$ cat config.mk
export PLATFORM = sky130hd
export DESIGN_NAME = panel_supervisor
export DESIGN_NICKNAME = d
export VERILOG_FILES = /design/src/panel_supervisor.v
export VERILOG_INCLUDE_DIRS = /design/src
export SDC_FILE = /design/constraint.sdc
export NUM_CORES = 1
export LEC_CHECK = 0
export BUFFER_PORTS_ARGS = -buffer_cell sky130_fd_sc_hd__buf_2
export CORE_UTILIZATION = 27
export DETAILED_ROUTE_END_ITERATION = 6
export PLACE_DENSITY = 0.51
export SETUP_SLACK_MARGIN = 0.15
export SYNTH_ARGS = -nofsm -noshare
export SYNTH_HDL_FRONTEND = slang
export SYNTH_HIERARCHICAL = 1
export SYNTH_SLANG_ARGS = --single-unit
$ cat constraint.sdc
create_clock -name clock -period 3 [get_ports clock]
set_clock_uncertainty 0.1 [all_clocks]
set_input_delay 0.45 -clock clock [delete_from_list [all_inputs] [get_ports clock]]
set_output_delay 0.45 -clock clock [all_outputs]
set_load 0.005 [all_outputs]
$ cat src/panel_seq_regs.vh
// Register map, field layout, reset values and timing figures of the panel supervisor.
// Assumes a 20 MHz core clock and an I2C host on the two-wire pins.
// Operation
// [RULE_01] Negative rail above short limit beyond qualifying time: flag, shut down, retry thrice.
// [RULE_02] Fault still present after retries: stay off, ignore enable until power-on reset.
// [RULE_03] Register 07h selects negative rail -4V to -13V in 0.5V steps, reset -8V.
// [RULE_04] Register 05h holds precharge mode and setpoint 3V to 6.5V, reset 6.5V.
// [RULE_05] Precharge output under a fifth of setpoint too long: shut down, retry, latch.
// [RULE_06] Modulated gate follows control input, held low until positive rail is ready.
// [RULE_07] At limit level stop discharging, float output until control input rises again.
// [RULE_08] Overcurrent or boost sense over reference releases protect output, latched till POR.
// [RULE_09] Register 06h sets protect start delay 0ms to 50ms in 10ms steps.
// [RULE_10] Register 07h sets protect end delay from 0ms up to 300ms.
// [RULE_11] First rise of panel supply sense starts timing start and end delays.
// [RULE_12] Normal order: switch low at start delay, released high at end delay.
// [RULE_13] Normal order: panel reset released a fixed 1ms after switch release.
// [RULE_14] Reverse order: switch stays high, panel reset released 1ms after end delay.
// [RULE_15] All counters, fault, retry and latch states clear on power-on reset.
`ifndef PANEL_SEQ_REGS_VH
`define PANEL_SEQ_REGS_VH

`define REG_PRECHARGE 8'h05
`define REG_START_DLY 8'h06
`define REG_NEG_END 8'h07

// Register 05h: bit 7 amplifier mode, bits 2:0 setpoint code (3V + code x 0.5V)
`define PRE_MODE_BIT 7
`define PRE_CODE_MSB 2
`define PRE_RESET 8'h07
// Register 06h: bits 2:0 start delay code, 10ms per step, codes above 5 act as 5
`define STR_CODE_MSB 2
`define STR_CODE_MAX 3'h5
`define STR_STEP_MS 9'h00A
`define STR_RESET 8'h00
// Register 07h: bits 4:0 rail code (-4V - code x 0.5V), bits 7:5 end delay code, 50ms per step
`define NEG_CODE_MSB 4
`define NEG_CODE_MAX 5'h12
`define END_CODE_LSB 5
`define END_CODE_MAX 3'h6
`define END_STEP_MS 9'h032
`define NEG_END_RESET 8'h48

`define CLK_NS 50
`define QUAL_NS 10000
`define QUAL_CYC ((`QUAL_NS + `CLK_NS - 1) / `CLK_NS)
`define MS_NS 1000000
`define MS_CYC (`MS_NS / `CLK_NS)
`define RST_DLY_MS 9'h001
`define RESTART_MS 9'h001
`define RETRY_MAX 2'h3
`define SETTLE_CYC 2'h3

`endif

$ cat src/panel_supervisor.v
// Fault timing, protect latch, gate modulation control, panel sequencing and I2C registers.
// Assumes comparator outputs and pins arrive asynchronously; rst is the power-on reset.
`timescale 1ns/1ps
`include "panel_seq_regs.vh"

module fault_retry #(
  parameter QUAL = `QUAL_CYC,
  parameter MS_W = 9
) (
  input wire clock,
  input wire rst,
  input wire faultIn,
  input wire msTick,
  output wire runEn,
  output reg latchedOff_q,
  output reg shortFlag_q
);
  localparam F_RUN = 3'b001;
  localparam F_OFF = 3'b010;
  localparam F_LATCH = 3'b100;
  reg [2:0] state_q;
  reg [15:0] qualCnt_q;
  reg [1:0] retry_q;
  reg [MS_W-1:0] offMs_q;

  assign runEn = state_q[0];

  always @(posedge clock) begin
    if (rst) begin
      state_q <= F_RUN; // RULE_15
      qualCnt_q <= 16'h0000;
      retry_q <= 2'h0;
      offMs_q <= {MS_W{1'b0}};
      latchedOff_q <= 1'b0;
      shortFlag_q <= 1'b0;
    end else begin
      case (state_q)
        F_RUN: begin
          if (!faultIn) begin
            qualCnt_q <= 16'h0000;
          end else if (qualCnt_q == QUAL[15:0]) begin
            // Fault held for more than the qualifying time
            qualCnt_q <= 16'h0000;
            shortFlag_q <= 1'b1; // RULE_01
            offMs_q <= {MS_W{1'b0}};
            if (retry_q == `RETRY_MAX) begin
              state_q <= F_LATCH; // RULE_02
              latchedOff_q <= 1'b1;
            end else begin
              retry_q <= retry_q + 2'h1; // RULE_01
              state_q <= F_OFF;
            end
          end else begin
            qualCnt_q <= qualCnt_q + 16'h0001;
          end
        end
        F_OFF: begin
          if (msTick) begin
            if (offMs_q == `RESTART_MS - 9'h001) begin
              state_q <= F_RUN;
            end else begin
              offMs_q <= offMs_q + {{(MS_W-1){1'b0}}, 1'b1};
            end
          end
        end
        F_LATCH: begin
          // Only power-on reset leaves this state
          state_q <= F_LATCH; // RULE_02
        end
        default: begin
          state_q <= F_LATCH;
        end
      endcase
    end
  end
endmodule

module panel_supervisor #(
  parameter MS_CYC = `MS_CYC,
  parameter DEV_ADDR = 7'h20
) (
  input wire clock,
  input wire rst,
  input wire sclIn,
  input wire sdaI,
  output wire sdaO,
  output reg sdaOeN_q,
  input wire enableReqIn,
  input wire negRailShortIn,
  input wire prechargeLowIn,
  input wire posRailReadyIn,
  input wire gateModCtrlIn,
  input wire modLimitReachedIn,
  input wire inductorOverIn,
  input wire boostSenseOverIn,
  input wire panelSupplySenseIn,
  output reg railsEnable_q,
  output wire negShortFlag,
  output wire prechargeShortFlag,
  output wire faultLatched,
  output wire [4:0] negRailCode,
  output wire [2:0] prechargeCode,
  output wire prechargeMode,
  output reg gateChargeOut_q,
  output reg gateDischargeOut_q,
  output wire latchedProtectO,
  output reg latchedProtectOeN_q,
  output wire switchCtrlO,
  output reg switchCtrlOeN_q,
  output wire panelResetO,
  output reg panelResetOeN_q
);
  // Two-stage synchronisers for every asynchronous input
  localparam NSYNC = 11;
  wire [NSYNC-1:0] rawIn = {sclIn, sdaI, enableReqIn, negRailShortIn, prechargeLowIn,
    posRailReadyIn, gateModCtrlIn, modLimitReachedIn, inductorOverIn,
    boostSenseOverIn, panelSupplySenseIn};
  reg [NSYNC-1:0] syncA_q;
  reg [NSYNC-1:0] syncB_q;
  always @(posedge clock) begin
    if (rst) begin
      // Bus pins start at their idle high level so no false edge follows reset
      syncA_q <= {2'b11, {(NSYNC-2){1'b0}}};
      syncB_q <= {2'b11, {(NSYNC-2){1'b0}}};
    end else begin
      syncA_q <= rawIn;
      syncB_q <= syncA_q;
    end
  end
  wire sclQ = syncB_q[10];
  wire sdaQ = syncB_q[9];
  wire enReqQ = syncB_q[8];
  wire negShortQ = syncB_q[7];
  wire preLowQ = syncB_q[6];
  wire posReadyQ = syncB_q[5];
  wire modCtrlQ = syncB_q[4];
  wire limitQ = syncB_q[3];
  wire indOverQ = syncB_q[2];
  wire boostOverQ = syncB_q[1];
  wire senseQ = syncB_q[0];

  assign sdaO = 1'b0;
  assign latchedProtectO = 1'b0;
  assign switchCtrlO = 1'b0;
  assign panelResetO = 1'b0;

  // Millisecond prescaler, restarted when the sequencer starts a timing phase
  reg [15:0] msPre_q;
  reg seqRestart_q;
  // A tick on the restart edge would count a millisecond before the phase began
  wire msTick = (msPre_q == MS_CYC[15:0] - 16'h0001) && !seqRestart_q;
  always @(posedge clock) begin
    if (rst || seqRestart_q || msTick) begin
      msPre_q <= 16'h0000; // RULE_15
    end else begin
      msPre_q <= msPre_q + 16'h0001;
    end
  end

  // Register file
  reg [7:0] preReg_q;
  reg [7:0] strReg_q;
  reg [7:0] negEndReg_q;
  assign prechargeMode = preReg_q[`PRE_MODE_BIT]; // RULE_04
  assign prechargeCode = preReg_q[`PRE_CODE_MSB:0]; // RULE_04
  // Codes past -13V are clamped so the converter never sees an undefined setpoint
  assign negRailCode = (negEndReg_q[`NEG_CODE_MSB:0] > `NEG_CODE_MAX) ?
    `NEG_CODE_MAX : negEndReg_q[`NEG_CODE_MSB:0]; // RULE_03

  wire [2:0] strCode = (strReg_q[`STR_CODE_MSB:0] > `STR_CODE_MAX) ?
    `STR_CODE_MAX : strReg_q[`STR_CODE_MSB:0];
  wire [2:0] endCodeRaw = negEndReg_q[7:`END_CODE_LSB];
  wire [2:0] endCode = (endCodeRaw > `END_CODE_MAX) ? `END_CODE_MAX : endCodeRaw;
  wire [8:0] startMs = {6'h00, strCode} * `STR_STEP_MS; // RULE_09
  wire [8:0] endMs = {6'h00, endCode} * `END_STEP_MS; // RULE_10

  // Fault supervision of the two shorted-output detectors
  wire negRun;
  wire preRun;
  wire negLatched;
  wire preLatched;
  fault_retry #(.QUAL(`QUAL_CYC), .MS_W(9)) negFault (
    .clock(clock),
    .rst(rst),
    .faultIn(negShortQ), // RULE_01
    .msTick(msTick),
    .runEn(negRun),
    .latchedOff_q(negLatched),
    .shortFlag_q(negShortFlag)
  );
  fault_retry #(.QUAL(`QUAL_CYC), .MS_W(9)) preFault (
    .clock(clock),
    .rst(rst),
    .faultIn(preLowQ), // RULE_05
    .msTick(msTick),
    .runEn(preRun),
    .latchedOff_q(preLatched),
    .shortFlag_q(prechargeShortFlag)
  );
  assign faultLatched = negLatched | preLatched;

  always @(posedge clock) begin
    if (rst) begin
      railsEnable_q <= 1'b0;
    end else begin
      // A latched fault holds the rails enable off whatever the enable request
      railsEnable_q <= enReqQ & negRun & preRun & ~faultLatched; // RULE_02
    end
  end

  // Gate pulse modulation
  reg startDone_q;
  reg modPrev_q;
  reg floating_q;
  always @(posedge clock) begin
    if (rst) begin
      startDone_q <= 1'b0;
      modPrev_q <= 1'b0;
      floating_q <= 1'b0;
      gateChargeOut_q <= 1'b0;
      gateDischargeOut_q <= 1'b1;
    end else begin
      modPrev_q <= modCtrlQ;
      if (posReadyQ) begin
        startDone_q <= 1'b1; // RULE_06
      end
      if (modCtrlQ && !modPrev_q) begin
        floating_q <= 1'b0; // RULE_07
      end else if (limitQ && !modCtrlQ && startDone_q) begin
        floating_q <= 1'b1; // RULE_07
      end
      gateChargeOut_q <= startDone_q & modCtrlQ & railsEnable_q; // RULE_06
      gateDischargeOut_q <= ~startDone_q | (~modCtrlQ & ~floating_q &
        ~(limitQ & ~modCtrlQ)); // RULE_07
    end
  end

  // Protect output, released high on overcurrent and held until power-on reset
  always @(posedge clock) begin
    if (rst) begin
      latchedProtectOeN_q <= 1'b0;
    end else if (indOverQ || boostOverQ) begin
      latchedProtectOeN_q <= 1'b1; // RULE_08
    end
  end

  // Panel supply sequencer
  localparam S_INIT = 5'b00001;
  localparam S_WAIT = 5'b00010;
  localparam S_TIME = 5'b00100;
  localparam S_RST = 5'b01000;
  localparam S_DONE = 5'b10000;
  reg [4:0] seq_q;
  reg [1:0] settle_q;
  reg reverse_q;
  reg [8:0] msCnt_q;
  always @(posedge clock) begin
    if (rst) begin
      seq_q <= S_INIT; // RULE_15
      settle_q <= 2'h0;
      reverse_q <= 1'b0;
      msCnt_q <= 9'h000;
      seqRestart_q <= 1'b0;
      switchCtrlOeN_q <= 1'b1;
      panelResetOeN_q <= 1'b0;
    end else begin
      seqRestart_q <= 1'b0;
      case (seq_q)
        S_INIT: begin
          // Wait for the synchronisers to fill before judging supply order
          if (settle_q == `SETTLE_CYC) begin
            if (senseQ) begin
              reverse_q <= 1'b1; // RULE_14
              seq_q <= S_TIME;
              seqRestart_q <= 1'b1;
            end else begin
              seq_q <= S_WAIT;
            end
          end else begin
            settle_q <= settle_q + 2'h1;
          end
        end
        S_WAIT: begin
          if (senseQ) begin
            seq_q <= S_TIME; // RULE_11
            seqRestart_q <= 1'b1;
            msCnt_q <= 9'h000;
          end
        end
        S_TIME: begin
          if (msCnt_q >= endMs) begin
            switchCtrlOeN_q <= 1'b1; // RULE_12
            msCnt_q <= 9'h000;
            seqRestart_q <= 1'b1;
            seq_q <= S_RST;
          end else begin
            if (!reverse_q && msCnt_q >= startMs) begin
              switchCtrlOeN_q <= 1'b0; // RULE_12
            end
            if (msTick) begin
              msCnt_q <= msCnt_q + 9'h001;
            end
          end
        end
        S_RST: begin
          if (msCnt_q >= `RST_DLY_MS) begin
            panelResetOeN_q <= 1'b1; // RULE_13 RULE_14
            seq_q <= S_DONE;
          end else if (msTick) begin
            msCnt_q <= msCnt_q + 9'h001;
          end
        end
        S_DONE: begin
          seq_q <= S_DONE;
        end
        default: begin
          seq_q <= S_INIT;
        end
      endcase
    end
  end

  // I2C slave for the register file
  localparam I_IDLE = 7'b0000001;
  localparam I_ADDR = 7'b0000010;
  localparam I_REG = 7'b0000100;
  localparam I_WDAT = 7'b0001000;
  localparam I_ACK = 7'b0010000;
  localparam I_RDAT = 7'b0100000;
  localparam I_RACK = 7'b1000000;
  reg [6:0] ist_q;
  reg [6:0] inext_q;
  reg sclPrev_q;
  reg sdaPrev_q;
  reg [7:0] sh_q;
  reg [2:0] bitCnt_q;
  reg got_q;
  reg rack_q;
  reg [7:0] ptr_q;
  reg [7:0] rdData;
  wire startCond = sclQ & sclPrev_q & sdaPrev_q & ~sdaQ;
  wire stopCond = sclQ & sclPrev_q & ~sdaPrev_q & sdaQ;
  wire sclRise = sclQ & ~sclPrev_q;
  wire sclFall = ~sclQ & sclPrev_q;

  always @* begin
    case (ptr_q)
      `REG_PRECHARGE: rdData = preReg_q;
      `REG_START_DLY: rdData = strReg_q;
      `REG_NEG_END: rdData = negEndReg_q;
      default: rdData = 8'h00;
    endcase
  end

  always @(posedge clock) begin
    if (rst) begin
      ist_q <= I_IDLE;
      inext_q <= I_IDLE;
      sclPrev_q <= 1'b1;
      sdaPrev_q <= 1'b1;
      sh_q <= 8'h00;
      bitCnt_q <= 3'h0;
      got_q <= 1'b0;
      rack_q <= 1'b0;
      ptr_q <= 8'h00;
      sdaOeN_q <= 1'b1;
      preReg_q <= `PRE_RESET; // RULE_04
      strReg_q <= `STR_RESET;
      negEndReg_q <= `NEG_END_RESET; // RULE_03
    end else begin
      sclPrev_q <= sclQ;
      sdaPrev_q <= sdaQ;
      if (startCond) begin
        ist_q <= I_ADDR;
        bitCnt_q <= 3'h0;
        got_q <= 1'b0;
        rack_q <= 1'b0;
        sdaOeN_q <= 1'b1;
      end else if (stopCond) begin
        ist_q <= I_IDLE;
        sdaOeN_q <= 1'b1;
      end else if (ist_q == I_ADDR || ist_q == I_REG || ist_q == I_WDAT) begin
        if (sclRise) begin
          sh_q <= {sh_q[6:0], sdaQ};
          bitCnt_q <= bitCnt_q + 3'h1;
          got_q <= (bitCnt_q == 3'h7);
        end else if (sclFall && got_q) begin
          got_q <= 1'b0;
          ist_q <= I_ACK;
          sdaOeN_q <= 1'b0;
          if (ist_q == I_ADDR) begin
            if (sh_q[7:1] != DEV_ADDR) begin
              ist_q <= I_IDLE;
              sdaOeN_q <= 1'b1;
            end
            inext_q <= sh_q[0] ? I_RDAT : I_REG;
          end else if (ist_q == I_REG) begin
            ptr_q <= sh_q;
            inext_q <= I_WDAT;
          end else begin
            // Unmapped addresses take the write and drop it
            case (ptr_q)
              `REG_PRECHARGE: preReg_q <= sh_q; // RULE_04
              `REG_START_DLY: strReg_q <= sh_q; // RULE_09
              `REG_NEG_END: negEndReg_q <= sh_q; // RULE_03 RULE_10
              default: ptr_q <= ptr_q;
            endcase
            ptr_q <= ptr_q + 8'h01;
            inext_q <= I_WDAT;
          end
        end
      end else if (ist_q == I_ACK) begin
        if (sclFall) begin
          ist_q <= inext_q;
          bitCnt_q <= 3'h0;
          sdaOeN_q <= 1'b1;
          if (inext_q == I_RDAT) begin
            sh_q <= rdData;
            sdaOeN_q <= rdData[7];
            ptr_q <= ptr_q + 8'h01;
          end
        end
      end else if (ist_q == I_RDAT) begin
        if (sclFall) begin
          bitCnt_q <= bitCnt_q + 3'h1;
          if (bitCnt_q == 3'h7) begin
            sdaOeN_q <= 1'b1;
            ist_q <= I_RACK;
            rack_q <= 1'b1;
          end else begin
            sdaOeN_q <= sh_q[6];
            sh_q <= {sh_q[6:0], 1'b0};
          end
        end
      end else if (rack_q) begin
        // Host acknowledge decides whether another byte follows
        if (sclRise) begin
          rack_q <= 1'b0;
          ist_q <= sdaQ ? I_IDLE : I_ACK;
          inext_q <= I_RDAT;
        end
      end
    end
  end
endmodule

==> reports/qor.txt, run 1 <==
Status = completed
Largest net degree at the start of global routing = 41
Max Slew Vio Count = 0
Critical Path Source Type = flip-flop
Area Overhead vs Synth = 13.6%
FF/Latch Area = 3760 µm²
Layout cells sized above 1 = 11.9%
Hold buffer count at CTS = 0
Non-Filler Instances = 1583
Post-synthesis mux area share = 3.48%
Synth Area in Adders = 5.49%
Worst setup path class = reg -> reg
Routed WL = 22.2 mm
Core Footprint = 33800 µm²
Die Span Y = 188 µm
Layout Nets = 1176
Post-CTS Setup Bufs = 0
Pre-CTS setup slack = 208 ps
Fin Hold WS = 99.0 ps
Synth top area cells = dfxtp_1 40%, nor2_1 5.8%, ha_1 5.5%
Clk slew on worst S/H paths = 70 ps
Number of buffers added on ports = 31
Number of CTS-inserted buffers = 17
Initial antenna violation count = 0
Global Route met2 Usage = 20.6%
Grt ovf = 0
CP required = 3260 ps
HP Class = in -> reg
Multi-input gate area = 5220 µm²
Post-synth EDFFs = 0
Yosys reg bits = 188
Vias in the first global route = 7312
Post-synthesis xor/xnor area fraction = 4.03%
WL/cell = 14.0 µm
Yosys top cell area share = 40.3%
Post-synthesis simple-gate area fraction = 27.0%
Synth Instances = 1095
Final hold vios = 0
Arr. time, crit path = 2930 ps
Setup repair after global routing missed its margin = false
Most used routing layer = met2
First-pass GRT wire length = 37.3 mm
Max-Cap Viols = 0
Pre-antenna DRT Iters = 4
Met1 Use GR = 17.4%
# diodes = 0
P per Cell Area = 476 nW/µm²
Register area share after synthesis = 40.3%
Area of placed instances = 10000 µm²
TritonCTS clock tree = done
Post-Syn Area per Cell = 8.53 µm²
Detailed-route DRC error count = 0
GR Util met3 = 2.66%
Synth async-reset ratio = 0%
Most frequent cells in the layout = 187 x dfxtp_1, 143 x nor2_1, 79 x nand2_1
Post-DP HPWL = 15.3 mm
Synth Area in Compound Gates = 15.4%
Leak = 4.00 nW
Most used flip-flop cell after synthesis = dfxtp_1
I/O Pins = 36
Placer Congestion = 0.788
Most common cell after layout, fill and taps aside = dfxtp_1
Peak supply drop = 406 µV
Clk sink count = 188
Yosys warns = 6
Rows = 67
# fillers = 3597
Relative slew slack = 50.6%
Die ar. = 35400 µm²
Worst Max-Slew Pin Slew = 731 ps
Die W = 188 µm
Largest family of logic cells by synthesized area = simple AND/OR/NAND/NOR gates
GR Util All Layers = 12.8%
Synth Cell Area = 9340 µm²
Clock Path Buffers = 2
Final Cell Area = 10600 µm²
Crit Path Max Fanout = 9
Post-Place Cells = 1551
Setup Viol. Count Final = 0
Clock latency at the later pin of the worst-skew pair = 440 ps
Sum Neg Setup Slack = 0 ps
Initial DRC Count = 462
Synth cell types = 75
Period minus WS final = 2670 ps
DRT antenna net count = 0
Clk root buf = clkbuf_16
CP Capture Type = flip-flop
Vias per cell = 4.96
Initial Utilization = 27.7%
Via count = 7844
Worst setup margin = 328 ps
CTS H-tree depth = 4
Area leader, netlist = dfxtp_1
Tcrit/Tclk final = 89.1%
Fmax = 0.374 GHz
sequential cells by signal, summed over array words and instances, names as in the netlist, 9 cells and up:
register	count
negFault/offMs_q	9
negFault/qualCnt_q	16
preFault/offMs_q	9
preFault/qualCnt_q	16
syncA_q	11
syncB_q	11
msCnt_q	9
msPre_q	16
synth_stat cells (15+ instances only):
library cell and n:
a211oi_1 15, a21oi_1 64, a31oi_1 27, and3_1 19, clkbuf_1 37, dfxtp_1 188
ha_1 41, inv_1 37, mux2i_1 31, nand2_1 79, nand3_1 45, nand4_1 22
nor2_1 144, nor2b_1 28, nor3_1 15, nor4_1 19, o21ai_0 29, or3_1 20
xnor2_1 16, xor2_1 27
kinds of logic (layout without fill, tap and decap cells):
kind of cell | after synthesis | after routing
AOI/OAI and AO/OA | 217 | 217
xor gates and xnor gates | 43 | 43
adders and majority gates | 41 | 41
buffers and inverters | 92 | 129
DFF | 188 | 188
muxes | 32 | 32
other | 1 | 4
and+or+nand+nor | 481 | 481
report_power, final:
part	switching (mW)	internal, mW
clock network	1.07	1.11
logic	0.175	0.107
registers	0.0487	2.54
path summary, 6_finish.rpt:
kind	startpoint	to	slack, ps	depth (start not counted)
max	negEndReg_q[6]	msCnt_q[1]	330	14
max reg2reg	negEndReg_q[6]	msCnt_q[1]	330	14
min	sdaI	syncA_q[9]	100	2
min reg2reg	syncA_q[9]	syncB_q[9]	310	1
metal layers:
layer / vias up / wire [µm]
met5: - / 0
met4: 0 / 195
met3: 10 / 598
met2: 82 / 10300
met1: 3757 / 11100
li1: 3995 / -
through the flow:
step                util (%)  power [mW]
finish                  31.4        5.05
detailed placement      29.7        2.93
global placement        29.7        2.93
CTS                     31.3        5.15
floorplan                  -        2.85
global route            31.4        5.30
worst max-delay path, cell delays in order, from the launching register on:
cell and delay (ps):
dfxtp_2 360, ha_2 200, nor2_2 90, inv_1 50, ha_1 170, ha_1 270
inv_1 40, ha_1 280, a21o_1 180, a21o_1 170, a21o_1 190, nor3_2 100
a21oi_1 80, buf_4 170, a211oi_2 140
repair_timing:
| item | CTS | global route |
|---|---|---|
| gates resized for setup | 0 | 7 |
| setup endpoints to repair | 0 | 11 |
| endpoints found under the hold margin | 0 | 0 |
cell type report:
cell class                      instances  area share [%]
Clock buffer                           19            4.17
Clock inverter                         13            1.04
Inverter                               38            1.34
Multi-Input combinational cell        818            49.2
Sequential cell                       188            35.5
Tap cell                              448            5.28
Timing Repair Buffer                   59            3.47
Power figures use the tool's default switching activity.
==> run 2: changes to the inputs <==
--- a/config.mk
+++ b/config.mk
@@ -9,7 +9,7 @@
 export BUFFER_PORTS_ARGS = -buffer_cell sky130_fd_sc_hd__buf_2
 export CORE_UTILIZATION = 27
 export DETAILED_ROUTE_END_ITERATION = 6
-export PLACE_DENSITY = 0.51
+export PLACE_DENSITY = 0.53
 export SETUP_SLACK_MARGIN = 0.15
 export SYNTH_ARGS = -nofsm -noshare
 export SYNTH_HDL_FRONTEND = slang
==> constraint.sdc (replaced) <==
create_clock -name clock -period 2.35 [get_ports clock]
set_clock_uncertainty 0.1 [all_clocks]
set_input_delay 0.3525 -clock clock [delete_from_list [all_inputs] [get_ports clock]]
set_output_delay 0.3525 -clock clock [all_outputs]
set_load 0.005 [all_outputs]
==> reports/qor.txt, run 2 (synthesized netlist as in run 1, its figures left out) <==
Status = complete, but fails checks
Failing checks = setup timing
TritonCTS clock tree = done
First-pass GRT wire length = 38.4 mm
Worst setup path class = reg -> reg
Die ar. = 35400 µm²
Layout cells sized above 1 = 25.2%
Clk root buf = clkbuf_16
Post-DP HPWL = 15.8 mm
Area of placed instances = 10600 µm²
GR Util All Layers = 13.2%
Core Footprint = 33800 µm²
Die Span Y = 188 µm
DRT antenna net count = 0
Rows = 67
Critical Path Source Type = flip-flop
Final Cell Area = 11900 µm²
Tcrit/Tclk final = 106%
Die W = 188 µm
Initial antenna violation count = 0
Via count = 8235
Placer Congestion = 0.828
Detailed-route DRC error count = 0
Relative slew slack = 47.6%
# diodes = 0
Clock power frac = 44.3%
Most common cell after layout, fill and taps aside = dfxtp_1
Combinational Power Share = 6.4%
Max-Cap Viols = 0
Grt ovf = 0
Clock latency at the later pin of the worst-skew pair = 440 ps
Switching Fraction = 24.2%
Routed WL = 23.3 mm
Clock Path Buffers = 2
Clk sink count = 188
Fin Hold WS = 21.7 ps
Setup repair after global routing missed its margin = true
Crit Path Max Fanout = 5
Layout Nets = 1264
Number of CTS-inserted buffers = 17
# fillers = 3474
Worst Max-Slew Pin Slew = 781 ps
P per Cell Area = 562 nW/µm²
CP Capture Type = flip-flop
Final hold vios = 0
Vias in the first global route = 7762
Number of buffers added on ports = 31
CP required = 2610 ps
Vias per cell = 4.93
Initial Utilization = 27.7%
Fmax = 0.403 GHz
Arr. time, crit path = 2740 ps
Area Overhead vs Synth = 27.9%
Period minus WS final = 2480 ps
Internal power = 5.09 mW
Initial DRC Count = 472
Pre-antenna DRT Iters = 5
I/O Pins = 36
P_sw = 1.62 mW
Worst setup margin = -130 ps
Most frequent cells in the layout = 174 x dfxtp_1, 140 x nor2_1, 98 x buf_4
WL/cell = 13.9 µm
Leak = 4.57 nW
Peak supply drop = 511 µV
Seq pwr share = 49.2%
Clk slew on worst S/H paths = 70 ps
Setup Viol. Count Final = 13
Top flop regs = msPre_q x16, negFault/qualCnt_q x16, preFault/qualCnt_q x16
CTS H-tree depth = 4
Largest net degree at the start of global routing = 37
Max Slew Vio Count = 0
HP Class = in -> reg
run 2: final cells by class:
cell class,instances,area (µm²),area share [%]
clock buffer,19,464,3.89
clock inverter,11,133,1.11
inverter,38,143,1.19
multi-input combinational,821,5780,48.4
sequential,188,3790,31.7
tap,448,561,4.69
timing repair buffer,144,1080,9.06
run 2: stage by stage:
stage          total power, mW  std cells  setup slack [ps]  utilization, %  setup TNS (ps)
2_1_floorplan             3.64       1098             -50.1               -           -58.1
3_3_place_gp              3.76       1611              -147            31.3           -1460
3_5_place_dp              3.77       1611              -241            31.3           -2480
4_1_cts                   6.81       1656              -179            34.0           -1290
5_1_grt                   7.00       1669              -229            35.4           -2380
6_report                  6.71       1669              -130            35.4           -1060
run 2: what timing repair did:
| action | CTS | global route |
|---|---|---|
| endpoints found under the setup margin | 83 | 108 |
| hold buffers | 4 | 0 |
| endpoints found under the hold margin | 4 | 0 |
| cloned | 2 | 2 |
| setup buffers | 9 | 11 |
| pin swaps | 38 | 44 |
| resized for setup | 39 | 86 |
run 2: metal layers:
layer / track usage, % / vias up / part of all wire, %
met5: 0 / - / 0
met4: 4.35 / 0 / 1.4
met3: 2.45 / 20 / 2.7
met2: 21.7 / 82 / 47
met1: 17.3 / 3952 / 48
li1: - / 4181 / -
run 2: power groups by stage:
| stage | clock (mW) | combinational (mW) | sequential, mW |
|---|---|---|---|
| after global placement | 0 | 0.390 | 3.37 |
| after CTS | 3.09 | 0.415 | 3.30 |
| final | 2.97 | 0.432 | 3.30 |
| after detailed placement | 0 | 0.394 | 3.37 |
| after global routing | 3.21 | 0.481 | 3.31 |
| after floorplan | 0 | 0.292 | 3.35 |
run 2: worst paths after layout:
kind | startpoint | to | slack, ps | cells after the start
max reg2reg | negEndReg_q[6] | msCnt_q[1] | -130 | 13
min reg2reg | syncA_q[10] | syncB_q[10] | 310 | 1
max | negEndReg_q[6] | msCnt_q[1] | -130 | 13
min | panelSupplySenseIn | syncA_q[0] | 20 | 2
run 2: critical path: stages (launching register included):
cell and delay, ps:
dfxtp_4 360, ha_4 170, nor2_4 90, inv_2 50
ha_4 160, ha_4 250, inv_2 40, ha_4 210
a21o_1 150, a21o_1 150, a21o_1 190, nor3_4 180
a21oi_4 120, a211oi_2 200
==> run 3: changes to the inputs <==
--- a/config.mk
+++ b/config.mk
@@ -9,7 +9,7 @@
 export BUFFER_PORTS_ARGS = -buffer_cell sky130_fd_sc_hd__buf_2
 export CORE_UTILIZATION = 27
 export DETAILED_ROUTE_END_ITERATION = 6
-export PLACE_DENSITY = 0.53
+export PLACE_DENSITY = 0.51
 export SETUP_SLACK_MARGIN = 0.15
 export SYNTH_ARGS = -nofsm -noshare
 export SYNTH_HDL_FRONTEND = slang
==> constraint.sdc (replaced) <==
create_clock -name clock -period 2.3 [get_ports clock]
set_clock_uncertainty 0.1 [all_clocks]
set_input_delay 0.46 -clock clock [delete_from_list [all_inputs] [get_ports clock]]
set_output_delay 0.46 -clock clock [all_outputs]
set_load 0.005 [all_outputs]
==> reports/qor.txt, run 3 (synthesized netlist as in run 1, its figures left out) <==
Period minus WS final = 2480 ps
Critical Path Source Type = flip-flop
First-pass GRT wire length = 40.1 mm
Routed WL = 24.0 mm
Pre-antenna DRT Iters = 6
Top flop regs = msPre_q x16, negFault/qualCnt_q x16, preFault/qualCnt_q x16
Setup Viol. Count Final = 21
Post-DP HPWL = 16.5 mm
Met2 WL = 11.1 mm
Detailed-route DRC error count = 0
Non-Filler Instances = 1706
Layout Nets = 1299
Worst Max-Slew Pin Slew = 701 ps
Pre-CTS setup slack = -298 ps
Clock Path Buffers = 2
CP Capture Type = flip-flop
Number of CTS-inserted buffers = 17
Highest metal layer with signal wires = met4
Rows = 67
Crit Path Max Fanout = 5
Clk slew on worst S/H paths = 80 ps
TritonCTS clock tree = done
# diodes = 0
Die ar. = 35400 µm²
Clock latency at the later pin of the worst-skew pair = 440 ps
Failing checks = setup timing
Number of buffers added on ports = 31
Layout cells sized above 1 = 27.9%
Via count = 8311
Vias in the first global route = 8056
Leak = 4.88 nW
Clk root buf = clkbuf_16
Placer Congestion = 0.791
Final Cell Area = 12400 µm²
Die Span Y = 188 µm
CTS H-tree depth = 4
Hold buffer count at CTS = 0
Utilization after layout = 36.7%
Grt ovf = 0
Worst setup margin = -183 ps
Area of placed instances = 10900 µm²
Worst R2R Setup Slack = -180 ps
Setup repair after global routing missed its margin = true
Arr. time, crit path = 2740 ps
Initial Utilization = 27.7%
Die W = 188 µm
Initial antenna violation count = 0
Post-Place Cells = 1647
CP required = 2560 ps
Most common cell after layout, fill and taps aside = dfxtp_1
Status = complete, but fails checks
HP Class = in -> reg
Worst setup path class = reg -> reg
P per Cell Area = 563 nW/µm²
Clk sink count = 188
Max-Cap Viols = 0
Vias per cell = 4.87
Relative slew slack = 52.9%
Largest net degree at the start of global routing = 43
DRT antenna net count = 0
Final hold vios = 0
Fin Hold WS = 105 ps
Most frequent cells in the layout = 173 x dfxtp_1, 135 x nor2_1, 126 x buf_4
DR WL met3 = 610 µm
Peak supply drop = 499 µV
M1 WL = 12.0 mm
Fmax = 0.403 GHz
Max Slew Vio Count = 0
Initial DRC Count = 462
Core Footprint = 33800 µm²
Area Overhead vs Synth = 32.8%
WL/cell = 14.1 µm
Tcrit/Tclk final = 108%
GR Util All Layers = 13.7%
I/O Pins = 36
[run 3: repair_timing]
action	in CTS	in global routing
pin swaps	39	51
resized for setup	56	77
setup endpoints to repair	68	93
cloned	3	1
buffers inserted	11	13
[run 3: worst paths after layout]
| kind | endpoint | depth (start not counted) | start |
|---|---|---|---|
| worst min-delay path | syncA_q[9] | 2 | sdaI |
| worst max register to register | msCnt_q[1] | 14 | negEndReg_q[6] |
| worst max-delay path | msCnt_q[1] | 14 | negEndReg_q[6] |
| worst min register to register | syncB_q[9] | 1 | syncA_q[9] |
[run 3: layout make-up]
cell class / instances / area [µm²]
Fill cell: 3409 / 21400
Clock buffer: 18 / 429
Multi-Input combinational cell: 819 / 5850
Tap cell: 448 / 561
Inverter: 38 / 143
Clock inverter: 14 / 180
Timing Repair Buffer: 181 / 1460
Sequential cell: 188 / 3790
[run 3: metal layers]
metal	GRT usage, %	vias up
met4	4.41	0
met1	18.8	3940
met2	21.7	104
met3	2.28	12
li1	-	4255
met5	0	-
[run 3: where the power goes]
group / internal (mW) / total [mW] / switching (mW)
Combinational: 0.195 / 0.458 / 0.263
Clock: 1.74 / 3.16 / 1.42
Sequential: 3.32 / 3.37 / 0.0573
[run 3: worst max-delay path: stages, from the launching register on]
cell	delay, ps
dfxtp_4	370
ha_4	170
nor2_4	90
inv_2	50
ha_4	150
ha_4	250
inv_2	40
ha_4	200
a21o_1	150
a21o_1	150
a21o_1	170
nor3_2	140
a21oi_2	90
buf_6	140
a211oi_2	130
[run 3: per-stage QoR]
| stage | setup TNS (ps) | power, mW |
|---|---|---|
| 2_1_floorplan | -535 | 3.72 |
| 3_3_place_gp | -1910 | 3.87 |
| 3_5_place_dp | -2320 | 3.87 |
| 4_1_cts | -1950 | 7.07 |
| 5_1_grt | -3500 | 7.29 |
| 6_report | -1660 | 6.99 |
